### config.mk
export PLATFORM = sky130hd
export DESIGN_NAME = ssxc_top
export DESIGN_NICKNAME = d
export VERILOG_FILES = /design/src/include/ssxc_pkg.sv /design/src/rtl/ssxc_top.sv /design/src/rtl/ssxc_fifo2.sv
export SDC_FILE = /design/constraint.sdc
export NUM_CORES = 1
export LEC_CHECK = 0
export ABC_AREA = 0
export BUFFER_PORTS_ARGS = -buffer_cell sky130_fd_sc_hd__buf_2
export CORE_MARGIN = 2
export CORE_UTILIZATION = 58
export CTS_BUF_LIST = sky130_fd_sc_hd__clkbuf_4
export DETAILED_ROUTE_END_ITERATION = 7
export GPL_ROUTABILITY_DRIVEN = 0
export PLACE_DENSITY = 0.87
export SYNTH_ARGS = -nofsm -noshare
export SYNTH_HDL_FRONTEND = slang
export SYNTH_SLANG_ARGS = --single-unit
### constraint.sdc
create_clock -name CLK -period 6.25 [get_ports CLK]
set_clock_uncertainty 0.15 [all_clocks]
set_input_delay 0.3125 -clock CLK [delete_from_list [all_inputs] [get_ports CLK]]
set_output_delay 0.3125 -clock CLK [all_outputs]
set_load 0.02 [all_outputs]
### src/include/ssxc_pkg.sv
// Constants, register map and helpers for the serial port extension control.
package ssxc_pkg;
	// Byte offsets on the Wishbone bus.
	localparam logic [7:0] OFS_EXT_CTRL = 8'h00;
	localparam logic [7:0] OFS_BASIC_CTRL = 8'h04;
	localparam logic [7:0] OFS_TX_DATA = 8'h08;
	localparam logic [7:0] OFS_RX_DATA = 8'h0c;
	localparam logic [7:0] OFS_STATUS = 8'h10;
	// Extension control layout.
	localparam logic [15:0] EXT_CTRL_RESET = 16'h0003;
	localparam int EXT_WORD_SKIP = 9;
	localparam int EXT_FRAME_IGNORE = 8;
	localparam int EXT_FORMAT_EXTEND = 7;
	localparam int EXT_CLK_POL = 6;
	localparam int EXT_SYNC_POL = 5;
	localparam int EXT_DIV_HI = 4;
	localparam int EXT_ENH_BITS = 10;
	// Basic control layout.
	localparam logic [15:0] BASIC_CTRL_RESET = 16'h0000;
	localparam int BAS_FORMAT_SELECT = 0;
	localparam int BAS_INTERNAL_CLOCK = 1;
	localparam int BAS_TX_CONT = 2;
	localparam int BAS_RX_CONT = 3;
	localparam int BAS_TX_INT_SYNC = 4;
	localparam int BAS_TX_EN = 5;
	localparam int BAS_RX_EN = 6;
	// Status layout.
	localparam int ST_TX_READY = 0;
	localparam int ST_RX_VALID = 1;
	localparam int ST_RX_OVERRUN = 2;
	localparam int ST_TX_BUSY = 3;
	localparam int ST_RX_BUSY = 4;
	localparam int DATA_W = 16;
	localparam int SIGN_BIT = 15;
	localparam logic [4:0] LEN16 = 5'h10;
	localparam logic [4:0] LEN10 = 5'h0a;
	localparam logic [4:0] LEN8 = 5'h08;
	localparam logic [4:0] LEN12 = 5'h0c;

	// Word length for the code {format_select, format_extend}.
	function automatic logic [4:0] word_len(input logic [1:0] code);
		case (code)
			2'h0: word_len = LEN16;
			2'h1: word_len = LEN10;
			2'h2: word_len = LEN8;
			default: word_len = LEN12;
		endcase
	endfunction : word_len

	// Right-justified word with its top bit copied upward.
	function automatic logic [15:0] sign_ext(input logic [15:0] v,
		input logic [1:0] code);
		case (code)
			2'h0: sign_ext = v;
			2'h1: sign_ext = {{6{v[9]}}, v[9:0]};
			2'h2: sign_ext = {{8{v[7]}}, v[7:0]};
			default: sign_ext = {{4{v[11]}}, v[11:0]};
		endcase
	endfunction : sign_ext
endpackage : ssxc_pkg

### src/rtl/ssxc_top.sv
// Extended serial port: Wishbone registers, clock divider, transmitter, receiver.
//
// Design decisions made here: the Wishbone register port and the register offsets.
`timescale 1ns/1ps
`default_nettype none
module ssxc_top (
	input wire logic CLK, // 100 MHz system clock.
	input wire logic RST_N, // Asynchronous reset, active low.
	input wire logic WB_CYC_I, // Wishbone cycle.
	input wire logic WB_STB_I, // Wishbone strobe.
	input wire logic WB_WE_I, // Wishbone write enable.
	input wire logic [7:0] WB_ADR_I, // Wishbone byte address.
	input wire logic [3:0] WB_SEL_I, // Wishbone byte selects.
	input wire logic [31:0] WB_DAT_I, // Wishbone write data.
	output logic [31:0] WB_DAT_O, // Wishbone read data.
	output logic WB_ACK_O, // Wishbone acknowledge.
	input wire logic RX_BIT_CLOCK, // Receive bit clock pin.
	input wire logic RX_FRAME_SYNC, // Receive frame sync pin.
	input wire logic RX_DATA, // Receive data pin.
	input wire logic TX_BIT_CLOCK_IN, // Transmit bit clock pin, input side.
	output logic TX_BIT_CLOCK_OUT, // Transmit bit clock, output side.
	output logic TX_BIT_CLOCK_OE, // High while the bit clock is driven.
	input wire logic TX_FRAME_SYNC_IN, // Transmit frame sync pin, input side.
	output logic TX_FRAME_SYNC_OUT, // Transmit frame sync, output side.
	output logic TX_FRAME_SYNC_OE, // High while the frame sync is driven.
	output logic TX_DATA_OUT, // Transmit data pin level.
	output logic TX_DATA_OE // High while the data pin is driven.
);
	logic rst_meta, rst_n;
	logic [15:0] ext_ctrl, basic_ctrl, tx_data_reg;
	logic [15:0] next_ext_ctrl, next_basic_ctrl, next_tx_data_reg;
	logic tx_full, next_tx_full, overrun, next_overrun;
	logic ack, next_ack;
	logic [31:0] rdata, next_rdata;
	logic bus_req, bus_wr, bus_rd, rx_pop;
	logic word_skip, frame_ignore, clk_pol, sync_pol, int_clk;
	logic tx_cont, rx_cont, tx_int_sync, tx_en, rx_en;
	logic [1:0] fmt;
	logic [4:0] len, div;

	// Reset release through two flops; assertion stays asynchronous.
	always_ff @(posedge CLK or negedge RST_N) begin
		if (!RST_N) begin
			rst_meta <= 1'b0;
			rst_n <= 1'b0;
		end else begin
			rst_meta <= 1'b1;
			rst_n <= rst_meta;
		end
	end

	// Field decode of the two control registers.
	assign word_skip = ext_ctrl[ssxc_pkg::EXT_WORD_SKIP];
	assign frame_ignore = ext_ctrl[ssxc_pkg::EXT_FRAME_IGNORE];
	assign clk_pol = ext_ctrl[ssxc_pkg::EXT_CLK_POL];
	assign sync_pol = ext_ctrl[ssxc_pkg::EXT_SYNC_POL];
	assign div = ext_ctrl[ssxc_pkg::EXT_DIV_HI:0];
	assign fmt = {basic_ctrl[ssxc_pkg::BAS_FORMAT_SELECT],
		ext_ctrl[ssxc_pkg::EXT_FORMAT_EXTEND]};
	assign len = ssxc_pkg::word_len(fmt);
	assign int_clk = basic_ctrl[ssxc_pkg::BAS_INTERNAL_CLOCK];
	assign tx_cont = basic_ctrl[ssxc_pkg::BAS_TX_CONT];
	assign rx_cont = basic_ctrl[ssxc_pkg::BAS_RX_CONT];
	assign tx_int_sync = basic_ctrl[ssxc_pkg::BAS_TX_INT_SYNC];
	assign tx_en = basic_ctrl[ssxc_pkg::BAS_TX_EN];
	assign rx_en = basic_ctrl[ssxc_pkg::BAS_RX_EN];

	// Pin synchronisers; only the second stage and later are read.
	logic [4:0] pin_meta, pin_sync, pin_prev;
	always_ff @(posedge CLK or negedge rst_n) begin
		if (!rst_n) begin
			pin_meta <= '0;
			pin_sync <= '0;
			pin_prev <= '0;
		end else begin
			pin_meta <= {TX_FRAME_SYNC_IN, TX_BIT_CLOCK_IN, RX_DATA,
				RX_FRAME_SYNC, RX_BIT_CLOCK};
			pin_sync <= pin_meta;
			pin_prev <= pin_sync;
		end
	end

	// Bit clock divider; the phase lengths come from the divider parity and, for even dividers, clk_pol.
	logic [4:0] div_cnt, next_div_cnt, hi_len;
	logic gen_level, next_gen_level, gen_rise, gen_fall;
	always_comb begin
		if (div[0]) begin
			// One extra bit keeps the top divider value from wrapping to zero.
			hi_len = 5'(({1'b0, div} + 6'h01) >> 1);
		end else begin
			hi_len = clk_pol ? 5'(div >> 1) : 5'((div >> 1) + 5'h01);
		end
		next_div_cnt = (div_cnt >= div) ? '0 : div_cnt + 5'h01;
		if (div == '0) begin
			next_gen_level = !gen_level;
		end else begin
			next_gen_level = (next_div_cnt < hi_len);
		end
	end
	always_ff @(posedge CLK or negedge rst_n) begin
		if (!rst_n) begin
			div_cnt <= '0;
			gen_level <= 1'b0;
		end else begin
			div_cnt <= next_div_cnt;
			gen_level <= next_gen_level;
		end
	end
	assign gen_rise = next_gen_level && !gen_level;
	assign gen_fall = !next_gen_level && gen_level;

	// Edge selection per polarity; receive never looks at word-skip.
	logic ext_tx_rise, ext_tx_fall, tx_launch, rx_sample;
	logic rx_rise, rx_fall, tx_sync_act, rx_sync_act;
	assign ext_tx_rise = pin_sync[3] && !pin_prev[3];
	assign ext_tx_fall = !pin_sync[3] && pin_prev[3];
	assign rx_rise = pin_sync[0] && !pin_prev[0];
	assign rx_fall = !pin_sync[0] && pin_prev[0];
	always_comb begin
		if (clk_pol) begin
			tx_launch = int_clk ? gen_fall : ext_tx_fall;
			rx_sample = rx_rise;
		end else begin
			tx_launch = int_clk ? gen_rise : ext_tx_rise;
			rx_sample = rx_fall;
		end
	end
	assign tx_sync_act = pin_sync[4] ^ sync_pol;
	assign rx_sync_act = pin_sync[1] ^ sync_pol;

	// Transmitter state.
	logic tx_busy, next_tx_busy, tx_skip, next_tx_skip;
	logic tx_sync_prev, next_tx_sync_prev, fs_drive, next_fs_drive;
	logic [15:0] tx_shift, next_tx_shift;
	logic [4:0] tx_cnt, next_tx_cnt;
	logic tx_start, tx_load, tx_sync_edge, tx_ignore;
	assign tx_sync_edge = tx_int_sync ? fs_drive : (tx_sync_act && !tx_sync_prev);
	assign tx_ignore = tx_cont && !tx_int_sync && frame_ignore;
	assign tx_start = tx_en && tx_launch && tx_sync_edge
		&& (!tx_busy || !tx_ignore);
	always_comb begin
		next_tx_busy = tx_busy;
		next_tx_skip = tx_skip;
		next_tx_shift = tx_shift;
		next_tx_cnt = tx_cnt;
		next_tx_sync_prev = tx_sync_prev;
		next_fs_drive = fs_drive;
		tx_load = 1'b0;
		if (tx_launch) begin
			next_tx_sync_prev = tx_sync_act;
			next_fs_drive = tx_int_sync && tx_en && tx_full && !tx_busy
				&& !fs_drive;
			if (tx_start || (tx_busy && tx_cnt == '0 && tx_cont)) begin
				// Same copy path whatever word-skip says.
				tx_load = 1'b1;
				next_tx_busy = 1'b1;
				next_tx_shift = 16'(tx_data_reg << (ssxc_pkg::LEN16 - len));
				next_tx_skip = word_skip && tx_data_reg[ssxc_pkg::SIGN_BIT];
				next_tx_cnt = len - 5'h01;
			end else if (tx_busy && tx_cnt == '0) begin
				next_tx_busy = 1'b0;
				next_tx_skip = 1'b0;
			end else if (tx_busy) begin
				next_tx_shift = {tx_shift[14:0], 1'b0};
				next_tx_cnt = tx_cnt - 5'h01;
			end
		end
		if (!tx_en) begin
			next_tx_busy = 1'b0;
			next_fs_drive = 1'b0;
		end
	end
	always_ff @(posedge CLK or negedge rst_n) begin
		if (!rst_n) begin
			tx_busy <= 1'b0;
			tx_skip <= 1'b0;
			tx_shift <= '0;
			tx_cnt <= '0;
			tx_sync_prev <= 1'b0;
			fs_drive <= 1'b0;
		end else begin
			tx_busy <= next_tx_busy;
			tx_skip <= next_tx_skip;
			tx_shift <= next_tx_shift;
			tx_cnt <= next_tx_cnt;
			tx_sync_prev <= next_tx_sync_prev;
			fs_drive <= next_fs_drive;
		end
	end
	// A skipped word leaves the data pin floating for its whole period.
	assign TX_DATA_OUT = tx_shift[ssxc_pkg::SIGN_BIT];
	assign TX_DATA_OE = tx_busy && !tx_skip;
	assign TX_BIT_CLOCK_OUT = gen_level;
	assign TX_BIT_CLOCK_OE = int_clk;
	assign TX_FRAME_SYNC_OUT = fs_drive ^ sync_pol;
	assign TX_FRAME_SYNC_OE = tx_int_sync;

	// Receiver state; a finished word waits in a hold register if stalled.
	logic rx_busy, next_rx_busy, rx_sync_prev, next_rx_sync_prev;
	logic [15:0] rx_shift, next_rx_shift, rx_hold, next_rx_hold;
	logic [4:0] rx_cnt, next_rx_cnt;
	logic hold_valid, next_hold_valid, hold_ready, rx_done, rx_start, rx_lost;
	logic buf_valid;
	logic [15:0] buf_data;
	assign rx_start = rx_en && rx_sample && rx_sync_act && !rx_sync_prev
		&& (!rx_busy || !(rx_cont && frame_ignore));
	always_comb begin
		next_rx_busy = rx_busy;
		next_rx_shift = rx_shift;
		next_rx_cnt = rx_cnt;
		next_rx_sync_prev = rx_sync_prev;
		rx_done = 1'b0;
		if (rx_sample) begin
			next_rx_sync_prev = rx_sync_act;
			if (rx_start) begin
				next_rx_busy = 1'b1;
				next_rx_cnt = len;
			end else if (rx_busy) begin
				next_rx_shift = {rx_shift[14:0], pin_sync[2]};
				next_rx_cnt = rx_cnt - 5'h01;
				if (rx_cnt == 5'h01) begin
					rx_done = 1'b1;
					next_rx_busy = rx_cont;
					next_rx_cnt = len;
				end
			end
		end
		if (!rx_en) begin
			next_rx_busy = 1'b0;
		end
	end
	assign rx_lost = rx_done && hold_valid && !hold_ready;
	always_comb begin
		next_hold_valid = hold_valid && !hold_ready;
		next_rx_hold = rx_hold;
		if (rx_done && !rx_lost) begin
			next_hold_valid = 1'b1;
			next_rx_hold = ssxc_pkg::sign_ext(next_rx_shift, fmt);
		end
	end
	always_ff @(posedge CLK or negedge rst_n) begin
		if (!rst_n) begin
			rx_busy <= 1'b0;
			rx_shift <= '0;
			rx_cnt <= '0;
			rx_sync_prev <= 1'b0;
			hold_valid <= 1'b0;
			rx_hold <= '0;
		end else begin
			rx_busy <= next_rx_busy;
			rx_shift <= next_rx_shift;
			rx_cnt <= next_rx_cnt;
			rx_sync_prev <= next_rx_sync_prev;
			hold_valid <= next_hold_valid;
			rx_hold <= next_rx_hold;
		end
	end

	// Receive words queue here until software reads them.
	ssxc_fifo2 #(
		.WIDTH(ssxc_pkg::DATA_W),
		.DEPTH(2)
	) u_rx_buf (
		.clk(CLK),
		.rst_n(rst_n),
		.in_valid(hold_valid),
		.in_ready(hold_ready),
		.in_data(rx_hold),
		.out_valid(buf_valid),
		.out_ready(rx_pop),
		.out_data(buf_data)
	);

	// Byte-lane merge of a 16-bit register with the write data.
	function automatic logic [15:0] merge(input logic [15:0] old,
		input logic [31:0] wd, input logic [3:0] sel);
		merge = {sel[1] ? wd[15:8] : old[15:8], sel[0] ? wd[7:0] : old[7:0]};
	endfunction : merge

	// Wishbone slave: ack one cycle after the strobe, effects at the ack edge.
	assign bus_req = WB_CYC_I && WB_STB_I;
	assign bus_wr = bus_req && ack && WB_WE_I;
	assign bus_rd = bus_req && ack && !WB_WE_I;
	assign rx_pop = bus_rd && WB_ADR_I == ssxc_pkg::OFS_RX_DATA;
	always_comb begin
		next_ack = bus_req && !ack;
		next_rdata = rdata;
		next_ext_ctrl = ext_ctrl;
		next_basic_ctrl = basic_ctrl;
		next_tx_data_reg = tx_data_reg;
		next_tx_full = tx_full && !tx_load;
		next_overrun = overrun;
		if (bus_req && !ack) begin
			case (WB_ADR_I)
				ssxc_pkg::OFS_EXT_CTRL: next_rdata = {16'h0000, ext_ctrl};
				ssxc_pkg::OFS_BASIC_CTRL: next_rdata = {16'h0000, basic_ctrl};
				ssxc_pkg::OFS_TX_DATA: next_rdata = {16'h0000, tx_data_reg};
				ssxc_pkg::OFS_RX_DATA: next_rdata = {16'h0000, buf_data};
				ssxc_pkg::OFS_STATUS: next_rdata = {27'h0000000,
					rx_busy, tx_busy, overrun, buf_valid, !tx_full};
				default: next_rdata = 32'h00000000;
			endcase
		end
		if (bus_wr) begin
			case (WB_ADR_I)
				ssxc_pkg::OFS_EXT_CTRL: next_ext_ctrl =
					merge(ext_ctrl, WB_DAT_I, WB_SEL_I);
				ssxc_pkg::OFS_BASIC_CTRL: next_basic_ctrl =
					merge(basic_ctrl, WB_DAT_I, WB_SEL_I);
				ssxc_pkg::OFS_TX_DATA: begin
					// Short words are expected right-justified here.
					next_tx_data_reg = merge(tx_data_reg, WB_DAT_I, WB_SEL_I);
					next_tx_full = 1'b1;
				end
				ssxc_pkg::OFS_STATUS: begin
					if (WB_SEL_I[0] && WB_DAT_I[ssxc_pkg::ST_RX_OVERRUN]) begin
						next_overrun = 1'b0;
					end
				end
				default: next_overrun = overrun;
			endcase
		end
		// A lost word in the clearing cycle still sets the flag.
		if (rx_lost) begin
			next_overrun = 1'b1;
		end
	end
	always_ff @(posedge CLK or negedge rst_n) begin
		if (!rst_n) begin
			ack <= 1'b0;
			rdata <= '0;
			ext_ctrl <= ssxc_pkg::EXT_CTRL_RESET;
			basic_ctrl <= ssxc_pkg::BASIC_CTRL_RESET;
			tx_data_reg <= '0;
			tx_full <= 1'b0;
			overrun <= 1'b0;
		end else begin
			ack <= next_ack;
			rdata <= next_rdata;
			ext_ctrl <= next_ext_ctrl;
			basic_ctrl <= next_basic_ctrl;
			tx_data_reg <= next_tx_data_reg;
			tx_full <= next_tx_full;
			overrun <= next_overrun;
		end
	end
	assign WB_ACK_O = ack;
	assign WB_DAT_O = rdata;
endmodule : ssxc_top
`default_nettype wire

### src/rtl/ssxc_fifo2.sv
// Small valid/ready buffer between the receiver and the bus.
`timescale 1ns/1ps
`default_nettype none
module ssxc_fifo2 #(
	parameter int WIDTH = 16, // Word width.
	parameter int DEPTH = 2 // Number of entries.
) (
	input wire logic clk, // System clock.
	input wire logic rst_n, // Synchronised reset, active low.
	input wire logic in_valid, // Producer offers a word.
	output logic in_ready, // Buffer can take a word.
	input wire logic [WIDTH-1:0] in_data, // Offered word.
	output logic out_valid, // Buffer holds a word.
	input wire logic out_ready, // Consumer takes the head word.
	output logic [WIDTH-1:0] out_data // Head word.
);
	localparam int AW = (DEPTH > 1) ? $clog2(DEPTH) : 1;
	localparam logic [AW:0] FULL_CNT = (AW+1)'(DEPTH);
	logic [WIDTH-1:0] mem [DEPTH];
	logic [AW-1:0] wr_ptr, rd_ptr, next_wr_ptr, next_rd_ptr;
	logic [AW:0] count, next_count;
	logic push, pop;

	// Handshakes; the full flag is exact, so the producer really stalls.
	assign in_ready = (count != FULL_CNT);
	assign out_valid = (count != '0);
	assign out_data = mem[rd_ptr];
	assign push = in_valid && in_ready;
	assign pop = out_valid && out_ready;

	// Pointer and count updates with wrap at the depth.
	always_comb begin
		next_wr_ptr = wr_ptr;
		next_rd_ptr = rd_ptr;
		next_count = count;
		if (push) begin
			next_wr_ptr = (wr_ptr == AW'(DEPTH-1)) ? '0 : wr_ptr + 1'b1;
		end
		if (pop) begin
			next_rd_ptr = (rd_ptr == AW'(DEPTH-1)) ? '0 : rd_ptr + 1'b1;
		end
		if (push && !pop) begin
			next_count = count + 1'b1;
		end else if (pop && !push) begin
			next_count = count - 1'b1;
		end
	end

	always_ff @(posedge clk or negedge rst_n) begin
		if (!rst_n) begin
			wr_ptr <= '0;
			rd_ptr <= '0;
			count <= '0;
		end else begin
			wr_ptr <= next_wr_ptr;
			rd_ptr <= next_rd_ptr;
			count <= next_count;
		end
	end

	// Storage entries, each written only when addressed by a push.
	genvar gi;
	generate
		for (gi = 0; gi < DEPTH; gi++) begin : g_entry
			always_ff @(posedge clk or negedge rst_n) begin
				if (!rst_n) begin
					mem[gi] <= '0;
				end else if (push && wr_ptr == AW'(gi)) begin
					mem[gi] <= in_data;
				end
			end
		end
	endgenerate
endmodule : ssxc_fifo2
`default_nettype wire

==> summary.md <==
| Metric | Value |
|---|---|
| Final core utilization | `65.15%` |
| Worst Path Max Fanout | `30` |
| Die H | `128.9 µm` |
| Detailed placement HPWL | `13.69 mm` |
| Worst-Skew Late Latency | `0.61 ns` |
| Die area | `16620 µm²` |
| DRC viols | `0` |
| Die W | `128.9 µm` |
| Data required, critical path | `6.61 ns` |
| Arr. time, crit path | `4.72 ns` |
| Area delta synth->final | `9.428%` |
| Worst slew pin tran | `1.036 ns` |
| Layout cells sized above 1 | `27.26%` |
| CTS resizes | `0` |
| Vias per cell | `5.974` |
| Number of global-route vias before repair | `6092` |
| Initial Util | `59.54%` |
| First-pass GRT wire length | `31.63 mm` |
| Sw Share | `29.92%` |
| Ys async rst share | `100.0%` |
| FF+latch area | `4711 µm²` |
| Endpoints failing hold | `0` |
| Slew margin rel. | `30.92%` |
| Internal power | `1.584 mW` |
| Clock power share | `29.3%` |
| Vias | `6213` |
| Top FF cell, synth | `dfrtp_1` |
| Final worst-path cycle share | `69.80%` |
| Initial antenna violation count | `1` |
| Synth Register Bits | `188` |
| Met2 wire length | `9.103 mm` |
| Hold crit path type | `in2reg` |
| RSZ-0062 raised after global routing | `false` |
| Post-Synthesis Mean Instance Area | `11.79 µm²` |
| Fillers | `1112` |
| Area of the core | `15200 µm²` |
| CTS clk-pin slew, worst paths | `0.16 ns` |
| Post-synth EDFFs | `0` |
| Crit Path Class | `reg2reg` |
| I/O pin cnt | `93` |
| Grt ovf | `0` |
| Multi-input gate area | `3998 µm²` |
| Library cells used by synthesis | `69` |
| Met1 wire length | `8.715 mm` |
| Root Buffer | `clkbuf_4` |
| CTS tree | `built` |
| Clock sinks | `188` |
| NumNets Final | `906` |
| Crit end category | `flop` |
| Row count | `45` |
| Max-Cap Viols | `0` |
| DRT iter0 DRCs | `452` |
| Routed Antenna Nets | `0` |
| Gr usage total | `24.90%` |
| Drt total wl | `19.35 mm` |
| DR WL met3 | `1.029 mm` |
| Pleak | `4.652 nW` |
| Setup violators final | `0` |
| Synth warnings | `0` |
| TNS Setup | `0 ns` |
| Status | `finished clean` |
| Worst vdd ir | `0.2168 mV` |
| H-tree lvl count | `4` |
| Largest net degree at the start of global routing | `83` |
| Min Tclk post-route | `4.363 ns` |
| Highest metal used | `met4` |
| Post-synthesis cell area | `9051 µm²` |
| Routed WL per cell | `18.60 µm` |
| Place WS | `1.902 ns` |
| Max reg flops | `32` |
| Psw | `0.6763 mW` |
| Pwr Density | `228.3 nW/µm²` |
| Register area share after synthesis | `52.00%` |
| Gate Count Post-Synth | `768` |
| # port buffers | `58` |
| Reg power frac | `57.0%` |
| CTS Buffer Depth | `2` |
| Fmax | `229.2 MHz` |
| Nature of the critical path startpoint | `flop` |
| Final max-slew violation count | `0` |
| DRT Pass-1 Iters | `5` |
| Logic gate share of total power | `13.7%` |
| Num CTS Buffers | `17` |
| Final Worst Setup Slack | `1.887 ns` |
| Biggest register | `u_rx_buf.mem` |
-- per-stage QoR --
stage          hold slack, ns  instances  area [µm²]  power (mW)
2_1_floorplan         -0.1331        783        9107       1.542
3_3_place_gp         -0.05254        983        9380       1.597
3_5_place_dp         -0.04807        983        9380       1.609
4_1_cts              0.008844       1039        9902       2.268
5_1_grt               0.05558       1040        9905       2.370
6_report              0.03328       1040        9905       2.261
-- metal layers --
metal | track usage, % | up-vias
met5 | 0 | -
met4 | 9.015 | 0
met3 | 6.112 | 45
met2 | 38.90 | 173
met1 | 34.34 | 3091
li1 | - | 2904
-- final cells by class --
type,count,share of cell area (%)
diodes,1,0.02527
well taps,188,2.375
clock inverters,15,1.554
clock buffers,17,1.289
repair buffers,88,5.811
flip-flops and latches,188,47.56
inverters,27,1.023
multi-input cells,516,40.36
-- power by group through the flow --
stage | sequential, mW | clock [mW] | combinational, mW
3_3_place_gp | 1.31 | 0 | 0.287
4_1_cts | 1.29 | 0.669 | 0.309
5_1_grt | 1.30 | 0.720 | 0.353
6_report | 1.29 | 0.662 | 0.309
2_1_floorplan | 1.31 | 0 | 0.228
3_5_place_dp | 1.31 | 0 | 0.296
-- synthesized netlist by cell type (10+ instances only) --
cell,number,area share (%)
a222oi_1,11,1.2
buf_4,17,1.4
mux2i_1,25,2.8
clkbuf_1,16,0.66
o21ai_0,37,2.0
nor2_1,47,1.9
inv_1,26,1.1
nand3_1,23,1.3
a21oi_1,19,1.1
a31oi_1,12,0.83
ha_1,14,1.9
a211oi_1,12,1.0
buf_2,10,0.55
nand2_1,69,2.9
mux2_2,97,12
dfrtp_1,186,51
a22o_1,14,1.4
-- layout by cell type, fill, tap and decap left out, drive strengths merged, types with 3 or more instances in the layout --
| cell | n |
|---|---|
| xnor2 | 8 |
| dlygate4sd3 | 24 |
| mux2i | 25 |
| nand3b | 5 |
| a22o | 14 |
| clkinvlp | 4 |
| a222oi | 11 |
| nor3 | 7 |
| buf | 64 |
| inv | 34 |
| nor2 | 48 |
| nand2 | 69 |
| o31ai | 4 |
| ha | 14 |
| xor2 | 6 |
| dfrtp | 186 |
| nand3 | 23 |
| a21oi | 20 |
| a31oi | 13 |
| and3 | 4 |
| nor2b | 5 |
| mux4 | 8 |
| o221ai | 9 |
| o21ai | 46 |
| clkbuf | 17 |
| a21boi | 4 |
| nand2b | 5 |
| clkinv | 3 |
| nor3b | 3 |
| mux2 | 99 |
| or4 | 6 |
| nand4 | 5 |
| a211oi | 14 |
| conb | 17 |
-- logic make-up after synthesis --
| logic type | Yosys count | share of synthesized area (%) |
|---|---|---|
| flops | 188 | 52.00 |
| simple gates | 186 | 9.926 |
| compound gates | 153 | 13.17 |
| mux | 132 | 17.07 |
| buf+inv | 79 | 4.451 |
| fa+ha+maj | 14 | 1.935 |
| xor+xnor | 14 | 1.355 |
| other cells | 2 | 0.08297 |
-- worst max-delay path: stages (launching register included) --
cell      delay [ns]
dfrtp_1         0.51
inv_1           0.11
ha_1            0.34
a211o_1         0.28
a31oi_1         0.15
o21bai_1        0.17
nor2_1          0.19
ha_1            0.19
nand2_1         0.06
o21ai_0         0.46
nor2_1          0.20
a211oi_4        0.35
a211o_2         0.53
mux2_1          0.39
a22o_1          0.19
-- path summary, 6_finish.rpt --
check                                                   end                     from  slack, ns  cells after the start
worst max-delay path                  tx_cnt[1]$_DFFE_PN0P_  ext_ctrl[2]$_DFFE_PN0P_       1.89                     14
worst min-delay path            u_rx_buf.rd_ptr$_DFFE_PN0P_                 WB_CYC_I       0.03                      4
worst max register to register        tx_cnt[1]$_DFFE_PN0P_  ext_ctrl[2]$_DFFE_PN0P_       1.89                     14
worst min register to register              rst_n$_DFF_PN0_       rst_meta$_DFF_PN0_       0.22                      0
max in group asynchronous        basic_ctrl[13]$_DFFE_PN0P_          rst_n$_DFF_PN0_       4.14                      1
min in group asynchronous             pin_prev[0]$_DFF_PN0_          rst_n$_DFF_PN0_       0.37                      0
-- what timing repair did --
item,4_1_cts,5_1_grt
buffers inserted,0,0
hold buffers,24,0
endpoints found under the hold margin,58,0
setup endpoints to repair,0,0
(Power assumes the default switching activity.)
